==> src/slcs_regs.svh <==
// Constants of the status lamp and configuration store block.
// Assumes inclusion by bare name from the package and the top module.
`ifndef SLCS_REGS_SVH
`define SLCS_REGS_SVH

// System clock period in ns
`define SLCS_CLK_PERIOD_NS 10
// Half period of the fault lamp flash, in ms
`define SLCS_FLASH_HALF_MS 250
// Flash half period in clock cycles, derived from the two above
`define SLCS_FLASH_HALF_CYC (`SLCS_FLASH_HALF_MS * 1000000 / `SLCS_CLK_PERIOD_NS)
// Synchroniser depth for pin inputs
`define SLCS_SYNC_DEPTH 2
// Reset values
`define SLCS_RST_LAMP 1'b0
`define SLCS_RST_REQ 1'b0
// Positions inside the synchronised pin vector
`define SLCS_PIN_PLUG_PRESENT 0
`define SLCS_PIN_PLUG_BLANK 1
`define SLCS_PIN_PLUG_COMPAT 2
`define SLCS_PIN_PLUG_SAME 3
`define SLCS_PIN_ETH 4
`define SLCS_PIN_SUPPLY 8

`endif

==> src/slcs_pkg.sv <==
// Types shared by the status lamp and configuration store block.
// Assumes slcs_regs.svh is on the include path.
`default_nettype none
`include "slcs_regs.svh"
package slcs_pkg;

	// Store sequencer states
	typedef enum logic [2:0] {
		ST_BOOT,
		ST_SAMPLE,
		ST_DECIDE,
		ST_BUSY,
		ST_ERR,
		ST_RUN
	} slcs_state_t;

	// Operations handed to the store copy engine
	typedef enum logic [2:0] {
		OP_NONE,
		OP_INT_TO_PLUG,
		OP_USE_PLUG,
		OP_ERASE_INT,
		OP_DEFAULTS_TO_PLUG,
		OP_CHANGE_TO_PLUG
	} slcs_op_t;

endpackage
`default_nettype wire

==> src/slcs_line_if.sv <==
// Carrier between the top module and one line's lamp logic.
// Assumes all inputs are already on sys_clk.
`default_nettype none
interface slcs_line_if;
	logic prot;        // Protected mode (else configuration mode)
	logic diag;        // Entering diagnostic interrupt raised
	logic supply_low;  // Synchronised supply monitor
	logic missing;     // Configured slave missing
	logic extra;       // Unconfigured slave present
	logic differs;     // I/O config or ID code differs
	logic offline;     // Line offline
	logic autoprog;    // Replacement slave addressable
	logic frames;      // Master sending frames
	logic io_cfg;      // I/O modules configured
	logic fault_l;
	logic pwr_l;
	logic cer_l;
	logic aup_l;
	logic cm_l;
	logic on_l;
	logic act_all;

	modport ctl (
		output prot, diag, supply_low, missing, extra, differs,
		output offline, autoprog, frames, io_cfg,
		input  fault_l, pwr_l, cer_l, aup_l, cm_l, on_l, act_all
	);
	modport line (
		input  prot, diag, supply_low, missing, extra, differs,
		input  offline, autoprog, frames, io_cfg,
		output fault_l, pwr_l, cer_l, aup_l, cm_l, on_l, act_all
	);
endinterface
`default_nettype wire

==> src/slcs_line.sv <==
// Lamp logic of one field line.
// Assumes all interface inputs are on sys_clk.
`default_nettype none
module slcs_line
	import slcs_pkg::*;
(
	input  wire logic sys_clk,  // System clock
	input  wire logic rst,      // Async reset, high
	slcs_line_if.line lif       // Line conditions and lamps
);

	typedef struct packed {
		logic fault_l;
		logic pwr_l;
		logic cer_l;
		logic aup_l;
		logic cm_l;
		logic on_l;
		logic act_all;
	} slcs_line_state_t;

	slcs_line_state_t q_reg;
	slcs_line_state_t q_next;

	always_comb begin
		q_next = q_reg;
		q_next.fault_l = lif.prot & lif.diag;
		q_next.pwr_l = lif.supply_low;
		q_next.cer_l = lif.missing | lif.extra | lif.differs
			| lif.offline;
		q_next.aup_l = lif.prot & lif.autoprog;
		q_next.cm_l = ~lif.prot;
		// Configuration mode brings every present slave up
		q_next.act_all = ~lif.prot;
		q_next.on_l = lif.frames & ~lif.offline & lif.io_cfg;
	end

	always_ff @(posedge sys_clk or posedge rst) begin
		if (rst) begin
			q_reg <= '0;
		end else begin
			q_reg <= q_next;
		end
	end

	assign lif.fault_l = q_reg.fault_l;
	assign lif.pwr_l = q_reg.pwr_l;
	assign lif.cer_l = q_reg.cer_l;
	assign lif.aup_l = q_reg.aup_l;
	assign lif.cm_l = q_reg.cm_l;
	assign lif.on_l = q_reg.on_l;
	assign lif.act_all = q_reg.act_all;
endmodule
`default_nettype wire

==> src/slcs_top.sv <==
// Configuration store sequencer and front-panel lamp driver.
// Assumes a copy engine answers each request with op_done, and
// firmware keeps foreign_boot across power cycles.
//
// Summary of operation
// - Empty store found at start-up receives the internal configuration.
// - With a store present, each configuration change is also written to it.
// - A store from a compatible type supplies the configuration in use.
// - A store from a different type raises an error and an error state.
// - Operator ack ends the error and copies internal memory to the store.
// - Another unit's store is used; internal copy only on manual request.
// - Following a foreign-store boot, the next boot erases internal memory.
// - Factory reset with a store present also writes defaults to it.
// - Device fault lamp: protected-mode entering diagnostic, internal error.
// - Bus fault lamp flashes on lost or idle controller or bad parameters.
// - Line fault lamp lit on entering diagnostic in protected mode.
// - Line power-fail lamp follows the line supply monitor.
// - Mismatch lamp on missing, extra, differing slave, or line offline.
// - Auto-address lamp only in protected mode while replacement possible.
// - Mode lamp on in configuration mode, off in protected mode.
// - Configuration mode activates and exchanges data with all slaves.
// - Online lamp while frames are sent; off offline or unconfigured.
// - Each Ethernet port shows a link lamp and an activity lamp.
`default_nettype none
`include "slcs_regs.svh"
module slcs_top
	import slcs_pkg::*;
#(
	parameter int NUM_LINES      = 2,
	parameter int FLASH_HALF_CYC = `SLCS_FLASH_HALF_CYC
) (
	input  wire logic                 sys_clk,            // 100 MHz clock
	input  wire logic                 rst,                // Async reset, high
	input  wire logic                 start_up,           // Boot begins, pulse
	input  wire logic                 plug_present_pin,   // Store inserted
	input  wire logic                 plug_blank_pin,     // Store is empty
	input  wire logic                 plug_compat_pin,    // Compatible type
	input  wire logic                 plug_same_unit_pin, // Written by us
	input  wire logic                 prev_boot_foreign,  // Kept from last boot
	input  wire logic                 config_changed,     // Change, pulse
	input  wire logic                 factory_reset,      // Reset, pulse
	input  wire logic                 manual_copy,        // Copy req, pulse
	input  wire logic                 error_ack,          // Operator ack
	input  wire logic                 op_done,            // Engine done, pulse
	output logic                      op_req,             // Request level
	output slcs_op_t                  op_code,            // Requested op
	output logic                      store_error,        // Wrong type
	output logic                      foreign_boot,       // Runs other data
	output logic                      boot_done,          // Sequencer running
	input  wire logic                 dev_protected,      // Protected mode
	input  wire logic                 dev_diag_entering,  // Diag raised
	input  wire logic                 internal_error,     // Internal error
	input  wire logic                 ctrl_lost,          // Link to ctrl lost
	input  wire logic                 ctrl_inactive,      // Ctrl not active
	input  wire logic                 param_fault,        // Params missing/bad
	output logic                      system_fault_lamp,  // Device fault
	output logic                      fieldbus_fault_lamp, // Bus fault, flash
	input  wire logic                 ethernet_port_a_link_pin, // Link
	input  wire logic                 ethernet_port_a_act_pin,  // Traffic
	input  wire logic                 ethernet_port_b_link_pin, // Link
	input  wire logic                 ethernet_port_b_act_pin,  // Traffic
	output logic                      ethernet_port_a_link_lamp, // Link
	output logic                      ethernet_port_a_act_lamp,  // Traffic
	output logic                      ethernet_port_b_link_lamp, // Link
	output logic                      ethernet_port_b_act_lamp,  // Traffic
	input  wire logic [NUM_LINES-1:0] line_protected,     // Protected mode
	input  wire logic [NUM_LINES-1:0] line_diag_entering, // Diag raised
	input  wire logic [NUM_LINES-1:0] line_supply_low_pin, // Supply bad
	input  wire logic [NUM_LINES-1:0] line_slave_missing, // Slave missing
	input  wire logic [NUM_LINES-1:0] line_slave_extra,   // Slave extra
	input  wire logic [NUM_LINES-1:0] line_slave_differs, // Slave differs
	input  wire logic [NUM_LINES-1:0] line_offline,       // Line offline
	input  wire logic [NUM_LINES-1:0] line_autoprog_ok,   // Autoprog possible
	input  wire logic [NUM_LINES-1:0] line_frames_sent,   // Frames sent
	input  wire logic [NUM_LINES-1:0] line_io_configured, // I/O configured
	output wire logic [NUM_LINES-1:0] line_fault_lamp,    // Line fault
	output wire logic [NUM_LINES-1:0] line_power_fail_lamp, // Power fail
	output wire logic [NUM_LINES-1:0] config_mismatch_lamp, // Mismatch
	output wire logic [NUM_LINES-1:0] auto_address_lamp,  // Autoprog
	output wire logic [NUM_LINES-1:0] config_mode_lamp,   // Config mode
	output wire logic [NUM_LINES-1:0] line_online_lamp,   // Online
	output wire logic [NUM_LINES-1:0] line_activate_all   // Activate slaves
);

	localparam int PW = `SLCS_PIN_SUPPLY + NUM_LINES;
	localparam int CW = $clog2(FLASH_HALF_CYC + 1);
	localparam logic [CW-1:0] FLASH_LAST = CW'(FLASH_HALF_CYC - 1);

	typedef struct packed {
		slcs_state_t st;
		slcs_op_t    op;
		logic        op_req;
		logic        store_err;
		logic        foreign_boot;
		logic        boot_done;
		logic        change_pend;
		logic [3:0]  plug;
		logic [PW-1:0] s1;
		logic [PW-1:0] s2;
		logic        sys_fault;
		logic        bus_fault;
		logic        flash;
		logic [CW-1:0] fcnt;
		logic [3:0]  eth;
	} slcs_top_state_t;

	slcs_top_state_t q_reg;
	slcs_top_state_t q_next;

	logic [PW-1:0] pin_vec;
	logic          plug_in;
	logic          plug_blank;
	logic          plug_compat;
	logic          plug_same;
	logic          bus_cond;

	assign pin_vec = {line_supply_low_pin,
		ethernet_port_b_act_pin, ethernet_port_b_link_pin,
		ethernet_port_a_act_pin, ethernet_port_a_link_pin,
		plug_same_unit_pin, plug_compat_pin,
		plug_blank_pin, plug_present_pin};

	// Store facts as latched at start-up, not the live pins
	assign plug_in = q_reg.plug[`SLCS_PIN_PLUG_PRESENT];
	assign plug_blank = q_reg.plug[`SLCS_PIN_PLUG_BLANK];
	assign plug_compat = q_reg.plug[`SLCS_PIN_PLUG_COMPAT];
	assign plug_same = q_reg.plug[`SLCS_PIN_PLUG_SAME];
	assign bus_cond = ctrl_lost | ctrl_inactive | param_fault;

	always_comb begin
		q_next = q_reg;
		q_next.s1 = pin_vec;
		q_next.s2 = q_reg.s1;
		// A change seen during a busy copy is kept, set wins over clear
		if (config_changed && plug_in) begin
			q_next.change_pend = 1'b1;
		end
		unique case (q_reg.st)
			ST_BOOT: begin
				if (start_up) begin
					q_next.st = ST_SAMPLE;
					q_next.boot_done = 1'b0;
				end
			end
			ST_SAMPLE: begin
				// Store can only change while unpowered
				q_next.plug = q_reg.s2[3:0];
				q_next.foreign_boot = 1'b0;
				if (prev_boot_foreign) begin
					q_next.op = OP_ERASE_INT;
					q_next.op_req = 1'b1;
					q_next.st = ST_BUSY;
				end else begin
					q_next.st = ST_DECIDE;
				end
			end
			ST_DECIDE: begin
				if (!plug_in) begin
					q_next.st = ST_RUN;
				end else if (plug_blank) begin
					q_next.op = OP_INT_TO_PLUG;
					q_next.op_req = 1'b1;
					q_next.st = ST_BUSY;
				end else if (plug_compat) begin
					q_next.op = OP_USE_PLUG;
					q_next.op_req = 1'b1;
					q_next.foreign_boot = ~plug_same;
					q_next.st = ST_BUSY;
				end else begin
					q_next.store_err = 1'b1;
					q_next.st = ST_ERR;
				end
			end
			ST_ERR: begin
				if (error_ack) begin
					q_next.store_err = 1'b0;
					q_next.op = OP_INT_TO_PLUG;
					q_next.op_req = 1'b1;
					q_next.st = ST_BUSY;
				end
			end
			ST_BUSY: begin
				if (op_done) begin
					q_next.op_req = 1'b0;
					q_next.st = (q_reg.op == OP_ERASE_INT) ? ST_DECIDE
						: ST_RUN;
					q_next.op = OP_NONE;
				end
			end
			ST_RUN: begin
				q_next.boot_done = 1'b1;
				if (start_up) begin
					q_next.st = ST_SAMPLE;
					q_next.boot_done = 1'b0;
				end else if (plug_in && factory_reset) begin
					q_next.op = OP_DEFAULTS_TO_PLUG;
					q_next.op_req = 1'b1;
					q_next.change_pend = config_changed & plug_in;
					q_next.st = ST_BUSY;
				end else if (plug_in && manual_copy) begin
					q_next.op = OP_INT_TO_PLUG;
					q_next.op_req = 1'b1;
					q_next.st = ST_BUSY;
				end else if (q_reg.change_pend && plug_in) begin
					q_next.op = OP_CHANGE_TO_PLUG;
					q_next.op_req = 1'b1;
					q_next.change_pend = config_changed & plug_in;
					q_next.st = ST_BUSY;
				end
			end
		endcase
		q_next.sys_fault = (dev_protected & dev_diag_entering)
			| internal_error;
		// Free-running flash that gates the bus fault lamp; other fault lamps are steady
		if (q_reg.fcnt == FLASH_LAST) begin
			q_next.fcnt = '0;
			q_next.flash = ~q_reg.flash;
		end else begin
			q_next.fcnt = q_reg.fcnt + CW'(1);
		end
		q_next.bus_fault = bus_cond & q_reg.flash;
		q_next.eth = q_reg.s2[`SLCS_PIN_ETH +: 4];
	end

	always_ff @(posedge sys_clk or posedge rst) begin
		if (rst) begin
			q_reg <= '0;
		end else begin
			q_reg <= q_next;
		end
	end

	assign op_req = q_reg.op_req;
	assign op_code = q_reg.op;
	assign store_error = q_reg.store_err;
	assign foreign_boot = q_reg.foreign_boot;
	assign boot_done = q_reg.boot_done;
	assign system_fault_lamp = q_reg.sys_fault;
	assign fieldbus_fault_lamp = q_reg.bus_fault;
	assign ethernet_port_a_link_lamp = q_reg.eth[0];
	assign ethernet_port_a_act_lamp = q_reg.eth[1];
	assign ethernet_port_b_link_lamp = q_reg.eth[2];
	assign ethernet_port_b_act_lamp = q_reg.eth[3];

	for (genvar g = 0; g < NUM_LINES; g++) begin : g_line
		slcs_line_if lif ();
		assign lif.prot = line_protected[g];
		assign lif.diag = line_diag_entering[g];
		assign lif.supply_low = q_reg.s2[`SLCS_PIN_SUPPLY + g];
		assign lif.missing = line_slave_missing[g];
		assign lif.extra = line_slave_extra[g];
		assign lif.differs = line_slave_differs[g];
		assign lif.offline = line_offline[g];
		assign lif.autoprog = line_autoprog_ok[g];
		assign lif.frames = line_frames_sent[g];
		assign lif.io_cfg = line_io_configured[g];
		assign line_fault_lamp[g] = lif.fault_l;
		assign line_power_fail_lamp[g] = lif.pwr_l;
		assign config_mismatch_lamp[g] = lif.cer_l;
		assign auto_address_lamp[g] = lif.aup_l;
		assign config_mode_lamp[g] = lif.cm_l;
		assign line_online_lamp[g] = lif.on_l;
		assign line_activate_all[g] = lif.act_all;
		slcs_line u_slcs_line (
			.sys_clk (sys_clk),
			.rst     (rst),
			.lif     (lif.line)
		);
	end
endmodule
`default_nettype wire

==> config.mk <==
export PLATFORM = sky130hd
export DESIGN_NAME = slcs_top
export DESIGN_NICKNAME = d
export VERILOG_FILES = /design/src/slcs_pkg.sv /design/src/slcs_line_if.sv /design/src/slcs_line.sv /design/src/slcs_top.sv
export VERILOG_INCLUDE_DIRS = /design/src
export SDC_FILE = /design/constraint.sdc
export NUM_CORES = 1
export LEC_CHECK = 0
export ABC_AREA = 1
export BUFFER_PORTS_ARGS = -buffer_cell sky130_fd_sc_hd__buf_4
export CAP_MARGIN = 20
export CORE_AREA = 2 2 89 91
export DETAILED_ROUTE_END_ITERATION = 8
export DIE_AREA = 0 0 91 93
export HOLD_SLACK_MARGIN = 0.12
export PLACE_DENSITY = 0.72
export SETUP_SLACK_MARGIN = 0.3
export SKIP_LAST_GASP = 1
export SYNTH_ARGS = -nofsm -noshare
export SYNTH_HDL_FRONTEND = slang
export SYNTH_HIERARCHICAL = 1
export SYNTH_SLANG_ARGS = --single-unit
==> constraint.sdc <==
create_clock -name sys_clk -period 2.2 [get_ports sys_clk]
set_clock_uncertainty 0.2 [all_clocks]
set_input_delay 0.11 -clock sys_clk [delete_from_list [all_inputs] [get_ports sys_clk]]
set_output_delay 0.11 -clock sys_clk [all_outputs]
set_load 0.05 [all_outputs]
Yosys cells after proc, flatten, opt, wreduce, memory -nomap -nowiden
Cells that the tools add are included.
{"block": "totals", "register_bits": 79, "inputBits": 43, "elab_cells": 120}
{"block": "classes", "addsub": 1, "eq_ne": 19, "n_mux": 33, "bitwise": 26, "reduce_logical": 14}
{"cell": "7-bit two-way mux", "n": 5}
{"cell": "25-bit by 1-bit adder with 25-bit output (second input constant)", "n": 1}
{"cell": "25-bit equality test (second input constant)", "n": 1}
{"cell": "25-bit two-way mux", "n": 1}
{"cell": "4-bit case mux with 5 select lines", "n": 1}
{"cell": "2-bit != test (second input constant)", "n": 9}
{"cell": "3-bit case mux with 6 select lines", "n": 1}
{"cell": "3-bit two-way mux", "n": 5}
{"cell": "4-bit two-way mux", "n": 3}
{"cell": "1-bit bitwise AND", "n": 11}
{"cell": "1-bit two-way mux", "n": 11}
{"cell": "3-bit by 2-bit equality test with 1-bit output (second input constant)", "n": 3}
{"cell": "1-bit OR", "n": 9}
{"cell": "8-bit two-way mux", "n": 1}
{"cell": "4-bit AND reduction", "n": 2}
{"cell": "8-bit AND reduction", "n": 1}
{"cell": "3-bit equality test (second input constant)", "n": 2}
{"cell": "6-bit two-way mux", "n": 1}
{"cell": "1-bit inverter", "n": 6}
{"cell": "1-bit case mux with 2 select lines", "n": 3}
{"cell": "2-bit nonzero test", "n": 3}
{"cell": "5-bit != test (second input constant)", "n": 1}
{"cell": "5-bit AND reduction", "n": 1}
{"cell": "5-bit nonzero test", "n": 1}
{"cell": "7 further kinds", "n": 10}

Logic depth before layout (Yosys ltp)
Gate-level depths: netlist of run 1.
{"block": "depth", "word_depth": 7, "depth_mapped": 9}

Cells and area by module
The synthesis of run 1 kept the hierarchy.
{"module": "slcs_top", "n_inst": 1, "cells_per_inst": 400, "area_per_inst_um2": 3261.9, "seq_area_each_um2": 1676.6}
{"module": "slcs_line", "n_inst": 2, "cells_per_inst": 18, "area_per_inst_um2": 198.9, "seq_area_each_um2": 150.1}

Worst setup path before layout of run 1
OpenSTA, ideal clock, no wires.
{"block": "synth_path", "path_type": "register to register", "from": "reg q_reg[4] (netlist bit)", "to": "reg q_reg[18] (netlist bit)", "t_arrival_ps": 1174, "required_ps": 1880, "slack_ps": 707, "stages_incl_launch_ff": 8, "n_path_buf": 0, "period_less_slack_ps": 1493, "cell_sequence": "dfrtp_1 ha_1 nand3_2 inv_2 nand2_1 nor2_1 xor2_1 nor2_1"}
{"item": "from (decl)", "line": "slcs_top.sv:107", "source": "slcs_top_state_t q_reg;"}
{"item": "from (signal assigned)", "line": "slcs_top.sv:229", "source": "q_reg <= q_next;"}

Worst setup path after layout of run 1
{"block": "layout_path", "from": "reg q_reg[66] (netlist bit)", "to": "reg q_reg (netlist bit op_code[2])"}
{"block": "layout_between", "elab_chain_cells": 3}
{"item": "3-bit equality test (tied with other cells)", "line": "slcs_top.sv:138", "source": "unique case (q_reg.st)"}
{"item": "4-bit != test (no line) (tied with other cells)"}
{"item": "8-bit AND reduction (no line)"}
Several ways; a longest one is shown, not always the timed one.
A chain may end at the register's enable or synchronous reset.

==> results of run 1 <==
-- power groups by stage --
stage / logic (W) / registers [W] / clock network (W)
detailed placement: 0.00124 / 0.00181 / 0
CTS: 0.00130 / 0.00178 / 0.00104
global placement: 0.00122 / 0.00181 / 0
floorplan: 0.000984 / 0.00183 / 0
global route: 0.00145 / 0.00181 / 0.00109
finish: 0.00129 / 0.00179 / 0.00101
-- worst reg2reg max path: stages (launching register included) --
cell,delay [ps]
sky130_fd_sc_hd__dfrtp_1,600
sky130_fd_sc_hd__inv_4,100
sky130_fd_sc_hd__nand3_2,110
sky130_fd_sc_hd__inv_2,80
sky130_fd_sc_hd__nand2_4,80
sky130_fd_sc_hd__nand2_1,50
sky130_fd_sc_hd__nor2_1,210
sky130_fd_sc_hd__nand3_1,120
sky130_fd_sc_hd__nand2_1,80
-- path summary, 6_finish.rpt --
kind | to | slack, ps | startpoint | cells past startpoint
max in group asynchronous | g_line[1].u_slcs_line/lif.fault_l | 950 | rst | 4
max | op_code[2] | 510 | q_reg[66] | 8
min in group asynchronous | q_next[1] | 240 | rst | 4
max reg2reg | op_code[2] | 510 | q_reg[66] | 8
min reg2reg | q_reg[34] | 140 | q_next[34] | 0
min | q_reg[34] | 140 | q_next[34] | 0
-- per-stage QoR --
| step | util, % | worst slack (ps) | cells | hold slack [ps] | total power, W |
|---|---|---|---|---|---|
| floorplan | - | 706.7 | 436 | -299.0 | 0.002816 |
| global placement | 55.12 | 563.1 | 585 | -138.8 | 0.003031 |
| detailed placement | 55.12 | 534.8 | 585 | -137.5 | 0.003051 |
| CTS | 62.80 | 505.5 | 640 | 142.8 | 0.004118 |
| global route | 62.80 | 323.8 | 640 | 150.0 | 0.004352 |
| finish | 62.80 | 507.3 | 640 | 137.8 | 0.004090 |
-- per-layer routing --
| layer | share of wire (%) | wire (um) | track usage (%) | up-vias |
|---|---|---|---|---|
| met5 | 0 | 0 | 0 | - |
| met4 | 2.1 | 162 | 8.333 | 0 |
| met3 | 4.9 | 373 | 3.707 | 13 |
| met2 | 50 | 3808 | 33.58 | 81 |
| met1 | 42 | 3202 | 23.63 | 1393 |
| li1 | - | - | - | 1522 |
-- cell families (layout without fill, tap and decap cells) --
| group | Yosys count | count (layout) |
|---|---|---|
| buffers and inverters | 76 | 178 |
| and+or+nand+nor | 249 | 249 |
| xor gates and xnor gates | 15 | 15 |
| adders and majority gates | 1 | 1 |
| AOI/OAI and AO/OA | 16 | 16 |
| DFF | 79 | 79 |
-- cell type report --
cell class,count,area share [%]
flip-flops and latches,79,41.82
multi-input cells,281,27.47
repair buffers,109,19.64
inverters,53,4.394
clock buffers,10,2.912
well taps,102,2.700
clock inverters,6,1.059
-- cell usage in the layout (no fill, tap or decap), types with 3 or more instances in the layout --
cell / count
sky130_fd_sc_hd__nand2_1: 124
sky130_fd_sc_hd__xor2_1: 11
sky130_fd_sc_hd__nand3_2: 4
sky130_fd_sc_hd__inv_2: 5
sky130_fd_sc_hd__clkbuf_8: 10
sky130_fd_sc_hd__dfrtp_1: 79
sky130_fd_sc_hd__nor2_2: 6
sky130_fd_sc_hd__nand3_1: 19
sky130_fd_sc_hd__xnor2_1: 4
sky130_fd_sc_hd__inv_1: 45
sky130_fd_sc_hd__o21ai_0: 10
sky130_fd_sc_hd__nand4_1: 8
sky130_fd_sc_hd__nor2_1: 73
sky130_fd_sc_hd__inv_6: 3
sky130_fd_sc_hd__dlygate4sd3_1: 39
sky130_fd_sc_hd__nor3_1: 8
sky130_fd_sc_hd__buf_4: 69
==> reports/metrics.cfg, run 1 <==
[sta]
fin_setup_tns_ps = 0
worst-slew-pin-transition_ps = 465.4
fmax_ghz = 0.5908
max_transition_margin_pct = 68.65
final_period_minus_worst_setup_slack_ps = 1693
hold_viol_final = 0
timing.final.crit_share_pct = 76.94
setup_violations = 0
slew_violations = 0
grt_setup_unrepaired = no

[worst_setup_path]
end_kind = flop
worstSetupStartpointType = flop
cp.required_ps = 2290
critical_path.max_stage_delay_ps = 600
critPathArrivalTime_ps = 1780
cp_max_fo = 10
timing.critical_path.slowest_stage_cell = sky130_fd_sc_hd__dfrtp_1
path_buf_inv = 2
critical-path-top-delay-family = simple AND/OR/NAND/NOR gates
path_cells = inv_4, nand3_2, inv_2, nand2_4, nand2_1, nor2_1, nand3_1, nand2_1
cp_common_cell = sky130_fd_sc_hd__nand2_1
critPathKind = flop to flop

[power_and_ir_drop]
power-per-cell-area_nw_per_um2 = 865.3
vdd.ir_drop.worst_uv = 392.1
seqPwrFrac_pct = 43.7
power.static_leakage_nw = 2.389
gate_power_share_pct = 31.6
pwr-share-clk_pct = 24.6
swShare_pct = 38.05
internal_power_w = 0.002534
switching_power_w = 0.001556

[floorplanning]
die_x_um = 91
initial_utilization_pct = 48.62
ios = 70
die_area_um2 = 8463
rows = 32
dieHeight_um = 93
design.core.area_um2 = 7527

[logic_synthesis]
synth-compound-area-share_pct = 2.496
netlist.top_cell.by_area = sky130_fd_sc_hd__dfrtp_1
synth_simple_gate_area_share_pct = 29.06
netlist_instances = 436
syn-num-nets = 480
synth_seq_cells = 79
yosysWarnings = 6
synth.most_common_cell = sky130_fd_sc_hd__nand2_1
number_of_unique_standard_cell_types_used_by_synthesis = 28
share_of_synthesized_registers_carrying_an_async_set_or_reset_pct = 100.0
share_of_cell_area_taken_by_muxes_after_synthesis_pct = 0
synth_commonest_cells = sky130_fd_sc_hd__nand2_1 (124), sky130_fd_sc_hd__dfrtp_1 (79), sky130_fd_sc_hd__nor2_1 (73), sky130_fd_sc_hd__inv_1 (46), sky130_fd_sc_hd__buf_4 (21)
post_synth_xor_area_fraction_pct = 3.590
synth_top_family_by_area = simple AND/OR/NAND/NOR gates
commonest_register_cell_after_synthesis = sky130_fd_sc_hd__dfrtp_1
synth_sequential_area_ratio_pct = 54.02
yosysTopAreaCellShare_pct = 54.02
synth_area_leaders = sky130_fd_sc_hd__dfrtp_1 (54%), sky130_fd_sc_hd__nand2_1 (13%), sky130_fd_sc_hd__nor2_1 (7.5%)
synth-edff-count = 0
syn-cell-area_um2 = 3660
synthesized_area_fraction_occupied_by_adder_cells_pct = 0.3419
syn-mean-instance-area_um2 = 8.394

[cells_and_area]
multi_input_area_um2 = 1299
nNetsFinal = 577
layout.area.seq_um2 = 1977
largest_register_ffs = 33
drive_above_1_share_pct = 20.07
synthToLayoutAreaGrowth_pct = 29.16
layout.filler_cells = 635
num_antenna_cells = 0
final_cell_area_um2 = 4727

[global_route]
number_of_antenna_violations_at_the_first_check_in_global_routing = 0
grt_pass1_vias = 2871
grt_pass1_wl_um = 12920
globalRouteOverflowTotal = 0
grt_use_total_pct = 19.32
maximum_number_of_pins_on_one_net_before_global_route_repair = 68

[cts]
post_cts_resize_count = 0
tritoncts = done
clock_sink_count = 79
cts.htree.levels = 3
worst_case_clock_buffer_depth = 2
numCtsBuffers = 9
cts.clk_slew.worst_paths_ps = 80
cts_hold_repair.buffers = 39
clk-insertion-delay-late_ps = 340
cts_setup_buffers = 0
ctsRootBufferMaster = sky130_fd_sc_hd__clkbuf_8

[detailed_routing]
detailedRoute.firstIterationViolations = 146
vias_cell = 4.702
detail_route_antenna_nets = 0
dr.pass1.iters = 4
route.vias.total = 3009
routedWlPerCell_um = 11.79
detail_route.wirelength_um = 7547
drc_errors = 0

[placement]
half_perimeter_wire_length_after_detailed_placement_um = 5278
buffer_ports.inserted = 69
place.gp.congestion = 0.8743
post_dp_cell_area_um2 = 4149

[run]
drv_cap = 0

[run_status]
run_status = finished, final reports clean

[worst_hold_path]
hold_path_class = flop to flop

Power figures use the tool's default switching activity.
==> run 2, diff against run 1 <==
--- a/config.mk
+++ b/config.mk
@@ -6,12 +6,12 @@
 export SDC_FILE = /design/constraint.sdc
 export NUM_CORES = 1
 export LEC_CHECK = 0
-export ABC_AREA = 1
+export ABC_AREA = 0
 export BUFFER_PORTS_ARGS = -buffer_cell sky130_fd_sc_hd__buf_4
 export CAP_MARGIN = 20
-export CORE_AREA = 2 2 89 91
+export CORE_AREA = 2 2 86 88
 export DETAILED_ROUTE_END_ITERATION = 8
-export DIE_AREA = 0 0 91 93
+export DIE_AREA = 0 0 88 90
 export HOLD_SLACK_MARGIN = 0.12
 export PLACE_DENSITY = 0.72
 export SETUP_SLACK_MARGIN = 0.3
==> constraint.sdc (replaced) <==
create_clock -name sys_clk -period 1.6 [get_ports sys_clk]
set_clock_uncertainty 0.2 [all_clocks]
set_input_delay 0.08 -clock sys_clk [delete_from_list [all_inputs] [get_ports sys_clk]]
set_output_delay 0.08 -clock sys_clk [all_outputs]
set_load 0.05 [all_outputs]
==> run 2 against run 1 <==
Compared with the run above: the flow now finishes with violations (setup timing); utilization up 19 points; cell area rose by 22%; final cell count shrank 7.3%; synthesized cell count is 33% lower; critical path type unchanged.
==> reports/metrics.cfg, run 2 <==
[logic_synthesis]
synth.most_common_cell = sky130_fd_sc_hd__dfrtp_1
syn-num-nets = 338
synthesized_area_fraction_occupied_by_adder_cells_pct = 0.3705
synth_top_family_by_area = simple AND/OR/NAND/NOR gates
synth-edff-count = 0
post_synth_xor_area_fraction_pct = 4.928
netlist.top_cell.by_area = sky130_fd_sc_hd__dfrtp_1
synth_commonest_cells = sky130_fd_sc_hd__dfrtp_1 (79), sky130_fd_sc_hd__buf_4 (20), sky130_fd_sc_hd__inv_1 (16), sky130_fd_sc_hd__nor2_1 (16)
synth_area_leaders = sky130_fd_sc_hd__dfrtp_1 (59%), sky130_fd_sc_hd__buf_4 (4.4%), sky130_fd_sc_hd__xnor2_1 (2.9%)
synth_seq_cells = 79
synth_simple_gate_area_share_pct = 17.64
yosysTopAreaCellShare_pct = 58.54
yosysWarnings = 6
share_of_cell_area_taken_by_muxes_after_synthesis_pct = 1.630
commonest_register_cell_after_synthesis = sky130_fd_sc_hd__dfrtp_1
netlist_instances = 294
share_of_synthesized_registers_carrying_an_async_set_or_reset_pct = 100.0
synth_sequential_area_ratio_pct = 58.54
syn-cell-area_um2 = 3377
syn-mean-instance-area_um2 = 11.49
synth-compound-area-share_pct = 9.337
number_of_unique_standard_cell_types_used_by_synthesis = 53

[floorplanning]
design.core.area_um2 = 7020
die_x_um = 88
die_area_um2 = 7920
ios = 70
dieHeight_um = 90
initial_utilization_pct = 48.10
rows = 31

[power_and_ir_drop]
vdd.ir_drop.worst_uv = 632.2
power.static_leakage_nw = 2.801
power-per-cell-area_nw_per_um2 = 1305

[detailed_routing]
detailedRoute.firstIterationViolations = 143
detail_route_antenna_nets = 0
dr.pass1.iters = 4
route.vias.total = 3097
detail_route.wirelength_um = 10560
routedWlPerCell_um = 17.81
drc_errors = 0
vias_cell = 5.223

[worst_setup_path]
critical-path-top-delay-family = simple AND/OR/NAND/NOR gates
timing.critical_path.slowest_stage_cell = sky130_fd_sc_hd__or4_4
path_buf_inv = 0
path_cells = nand4_4, or4_4, or4_4, a21oi_2
critPathKind = flop to flop
worst_r2r_path_depth = 4
cp_common_cell = sky130_fd_sc_hd__or4_4
worst_r2r_start = q_reg[13]
critical_path.max_stage_delay_ps = 590
cp.required_ps = 1700
path_depth = 4
worstSetupStartpointType = flop
cp_max_fo = 8
end_kind = flop
critPathArrivalTime_ps = 2120
worstSetupStartpoint = q_reg[13]

[cts]
cts.htree.levels = 3
clk-insertion-delay-late_ps = 360
numCtsBuffers = 9
worst_case_clock_buffer_depth = 2
tritoncts = done
cts.clk_slew.worst_paths_ps = 80
clock_sink_count = 79
cts_hold_repair.buffers = 41
ctsRootBufferMaster = sky130_fd_sc_hd__clkbuf_8

[placement]
place.gp.congestion = 0.8124
buffer_ports.inserted = 69
half_perimeter_wire_length_after_detailed_placement_um = 5426

[sta]
timing.final.crit_share_pct = 126.5
max_transition_margin_pct = 62.68
fin_ws_ps = -424.6
worst-slew-pin-transition_ps = 558.6
hold_viol_final = 0
finalHoldWorstSlack_ps = 46.26
slew_violations = 0
fmax_ghz = 0.4939
setup_violations = 33
grt_setup_unrepaired = yes
final_period_minus_worst_setup_slack_ps = 2025

[global_route]
grt_pass1_wl_um = 15770
grt_use_total_pct = 25.98
number_of_antenna_violations_at_the_first_check_in_global_routing = 0
globalRouteOverflowTotal = 0
grt_pass1_vias = 3262
maximum_number_of_pins_on_one_net_before_global_route_repair = 27

[cells_and_area]
synthToLayoutAreaGrowth_pct = 70.17
num_antenna_cells = 0
nNetsFinal = 533
mostFrequentLayoutCell = sky130_fd_sc_hd__buf_4
mostFrequentLayoutCells = sky130_fd_sc_hd__buf_4 (143), sky130_fd_sc_hd__dfrtp_1 (76), sky130_fd_sc_hd__dlygate4sd3_1 (41)
fin_util_pct = 81.86
drive_above_1_share_pct = 51.62
largest_register_ffs = 33

[run_status]
run_status = complete, but fails checks
failing_checks = setup timing

[worst_hold_path]
hold_path_startpoint = manual_copy
holdPathStages = 5
hold_path_class = input pin to flop

[run]
drv_cap = 0

==> run 2: cell count changes in the layout (fill, tap and decap cells not counted), moves of 9 or more <==
cell / delta
sky130_fd_sc_hd__nand2_1: -113
sky130_fd_sc_hd__buf_4: +74
sky130_fd_sc_hd__nor2_1: -60
sky130_fd_sc_hd__inv_1: -33
sky130_fd_sc_hd__buf_6: +27
sky130_fd_sc_hd__nand3_1: -13
sky130_fd_sc_hd__o21ai_0: -9
==> run 2: through the flow <==
stage / instances / area [um^2] / TNS (ps) / power [W] / setup slack (ps)
floorplan: 294 / 3590 / -4610 / 0.004000 / -298.7
global placement: 502 / 4511 / -6897 / 0.004719 / -303.8
detailed placement: 502 / 4511 / -7910 / 0.004784 / -329.3
CTS: 581 / 5509 / -6174 / 0.007094 / -316.5
global route: 593 / 5747 / -9879 / 0.007789 / -466.0
finish: 593 / 5747 / -7814 / 0.007502 / -424.6
==> run 2: cell type report <==
type | count | area [um^2]
clock buffer | 10 | 127.6
clock inverter | 6 | 108.9
fill | 339 | 1274
inverter | 16 | 63.81
multi-input combinational | 169 | 1499
sequential | 79 | 1981
tap | 99 | 123.9
timing repair buffer | 214 | 1843
==> run 2: timing repair <==
| item | 4_1_cts | 5_1_grt |
|---|---|---|
| pin swaps | 23 | 20 |
| endpoints found under the hold margin | 111 | 1 |
| endpoints found under the setup margin | 40 | 49 |
| gates resized for setup | 47 | 36 |
| setup buffers | 22 | 12 |
==> run 2: tightest hold or removal path: stages <==
cell and delay [ps]:
sky130_fd_sc_hd__buf_4 90, sky130_fd_sc_hd__nand3b_1 80, sky130_fd_sc_hd__nand3_2 90, sky130_fd_sc_hd__or3_1 90
sky130_fd_sc_hd__a22o_1 140
==> run 2: worst paths after layout <==
path	to	slack, ps
setup / recovery	q_reg[23]	-420
hold / removal	flop	50
setup reg to reg	q_reg[23]	-420
hold reg to reg	g_line[1].u_slcs_line/lif.pwr_l	140
max in group asynchronous	g_line[0].u_slcs_line/lif.on_l	360
min in group asynchronous	boot_done	170
==> run 2: where the power goes <==
| group | total, W | switching [W] | internal (W) | leakage [nW] |
|---|---|---|---|---|
| clock | 0.00177 | 0.000736 | 0.00103 | 0.120 |
| combinational | 0.00330 | 0.00160 | 0.00170 | 1.71 |
| sequential | 0.00243 | 0.000213 | 0.00222 | 0.973 |
==> run 2: cells by family (layout without fill, tap and decap cells) <==
family                     Yosys count  after routing
and+or+nand+nor                     98             98
DFF                                 79             79
AOI/OAI and AO/OA                   46             46
buffers and inverters               46            246
xor gates and xnor gates            19             19
muxes                                5              5
adders and majority gates            1              1
==> run 2: metal layers <==
layer | GRT usage [%] | wire [um]
met1 | 28.69 | 3919
met2 | 47.03 | 5994
met3 | 4.959 | 355
met4 | 11.67 | 292
met5 | 0 | 0
==> run 3, diff against run 2 <==
--- a/config.mk
+++ b/config.mk
@@ -7,13 +7,12 @@
 export NUM_CORES = 1
 export LEC_CHECK = 0
 export ABC_AREA = 0
-export BUFFER_PORTS_ARGS = -buffer_cell sky130_fd_sc_hd__buf_4
 export CAP_MARGIN = 20
-export CORE_AREA = 2 2 86 88
+export CORE_AREA = 2 2 91 93
 export DETAILED_ROUTE_END_ITERATION = 8
-export DIE_AREA = 0 0 88 90
+export DIE_AREA = 0 0 93 95
+export DONT_BUFFER_PORTS = 1
 export HOLD_SLACK_MARGIN = 0.12
-export PLACE_DENSITY = 0.72
 export SETUP_SLACK_MARGIN = 0.3
 export SKIP_LAST_GASP = 1
 export SYNTH_ARGS = -nofsm -noshare
==> run 3 against run 2 <==
Compared with the run above: the flow still finishes with violations (setup timing); sequential cell count unchanged; final cell count down 7.8%; critical path depth stayed put; wire length decreased by 19%; power down 13%; register-to-register slack better by 90 ps; critical endpoint is now q_reg[24]; largest power group unchanged.
==> reports/metrics.cfg, run 3 (synthesized netlist as in run 2, its figures left out) <==
[power_and_ir_drop]
vdd.ir_drop.worst_uv = 540.5
finalPower_w = 0.006552
power-per-cell-area_nw_per_um2 = 1231
power.static_leakage_nw = 2.450

[sta]
worst-slew-pin-transition_ps = 471.8
final_period_minus_worst_setup_slack_ps = 1940
fin_ws_ps = -339.6
setup_violations = 34
timing.final.crit_share_pct = 121.2
hold_viol_final = 0
max_transition_margin_pct = 68.57
fmax_ghz = 0.5156
slew_violations = 0
grt_setup_unrepaired = yes

[cells_and_area]
multi_input_area_um2 = 1445
synthToLayoutAreaGrowth_pct = 57.54
layout.area.seq_um2 = 1986
layout.filler_cells = 605
num_antenna_cells = 0
nNetsFinal = 481
largest_register_ffs = 33
drive_above_1_share_pct = 40.95
mostFrequentLayoutCells = sky130_fd_sc_hd__buf_4 (83), sky130_fd_sc_hd__dfrtp_1 (72), sky130_fd_sc_hd__dlygate4sd3_1 (52)
fin_util_pct = 67.11
mostFrequentLayoutCell = sky130_fd_sc_hd__buf_4

[global_route]
grt_pass1_vias = 2862
grt_pass1_wl_um = 13780
maximum_number_of_pins_on_one_net_before_global_route_repair = 39
grt_use_total_pct = 20.35
globalRouteOverflowTotal = 0
number_of_antenna_violations_at_the_first_check_in_global_routing = 0

[worst_setup_path]
reg2reg_slack_ps = -340
worstSetupStartpointType = flop
timing.rr.end = q_reg[24]
critPathKind = flop to flop
cp.required_ps = 1670
worst_r2r_path_depth = 4
cp_max_fo = 5
worst_r2r_start = q_reg[17]
critPathArrivalTime_ps = 2010
end_kind = flop

[detailed_routing]
route.vias.total = 2717
vias_cell = 4.967
detailedRoute.firstIterationViolations = 83
drc_errors = 0
dr.pass1.iters = 4
routedWlPerCell_um = 15.73
detail_route.wirelength_um = 8602
detail_route_antenna_nets = 0

[cts]
cts.htree.levels = 3
numCtsBuffers = 9
clock_sink_count = 79
worst_case_clock_buffer_depth = 2
tritoncts = done
cts.clk_slew.worst_paths_ps = 90
clk-insertion-delay-late_ps = 340
ctsRootBufferMaster = sky130_fd_sc_hd__clkbuf_8

[placement]
buffer_ports.inserted = 0
place.gp.congestion = 0.8728
half_perimeter_wire_length_after_detailed_placement_um = 4983

[worst_hold_path]
worstHoldEndpoint = q_reg[65]
hold_path_class = input pin to flop
hold_path_startpoint = manual_copy
holdPathStages = 4

[floorplanning]
dieHeight_um = 95
initial_utilization_pct = 42.60
die_x_um = 93
die_area_um2 = 8835
rows = 33
ios = 70
design.core.area_um2 = 7928

[run_status]
failing_checks = setup timing
run_status = complete, but fails checks

[run]
drv_cap = 0

==> run 3: per-stage QoR <==
step / hold slack (ps) / cells / area [um^2] / TNS (ps) / setup slack, ps
4_1_cts: 129.4 / 535 / 5072 / -5934 / -334.4
3_3_place_gp: -310.6 / 451 / 4103 / -6567 / -354.9
5_1_grt: 145.9 / 547 / 5320 / -8845 / -390.5
3_5_place_dp: -306.2 / 451 / 4103 / -7360 / -383.1
2_1_floorplan: -329.0 / 294 / 3590 / -4610 / -298.7
6_report: 120.3 / 547 / 5320 / -7194 / -339.6
==> run 3: area by class of cell <==
class / count / area share [%]
Sequential cell: 79 / 37.32
Timing Repair Buffer: 161 / 28.39
Multi-Input combinational cell: 170 / 27.16
Clock buffer: 11 / 2.658
Tap cell: 105 / 2.469
Inverter: 16 / 1.199
Clock inverter: 5 / 0.7996
==> run 3: layer usage <==
metal	vias up	part of all wire (%)	track usage [%]
met5	-	0	0
met4	0	1.4	6.863
li1	1312	-	-
met2	44	54	37.44
met1	1348	41	23.53
met3	13	2.9	4.389
==> run 3: critical path, stage by stage, from the launching register on <==
cell	delay [ps]
sky130_fd_sc_hd__dfrtp_1	350
sky130_fd_sc_hd__nand4_1	150
sky130_fd_sc_hd__or4_4	540
sky130_fd_sc_hd__or4_1	480
sky130_fd_sc_hd__a21oi_1	140
==> run 3: worst max path at each step <==
stage | startpoint | to | slack (ps)
finish | q_reg[17] | q_reg[24] | -340
global route | q_reg[17] | q_reg[25] | -390
CTS | q_reg[19] | q_reg[24] | -330
detailed placement | q_reg[17] | q_reg[24] | -380
global placement | q_reg[18] | q_reg[25] | -350
floorplan | q_reg[16] | q_reg[22] | -300
==> run 3: power by group <==
part	switching, W	leakage, nW	internal [W]	total [W]
sequential	0.000247	0.968	0.00222	0.00247
combinational	0.00127	1.39	0.00144	0.00271
clock	0.000755	0.0901	0.000620	0.00138
==> run 3: what timing repair did <==
item                                    4_1_cts  5_1_grt
endpoints found under the setup margin       40       82
pin swaps                                    18       10
hold endpoints to repair                    111        2
cloned                                        1        3
gates resized for setup                      35       24
setup buffers                                14        8
hold buffers                                 53        2
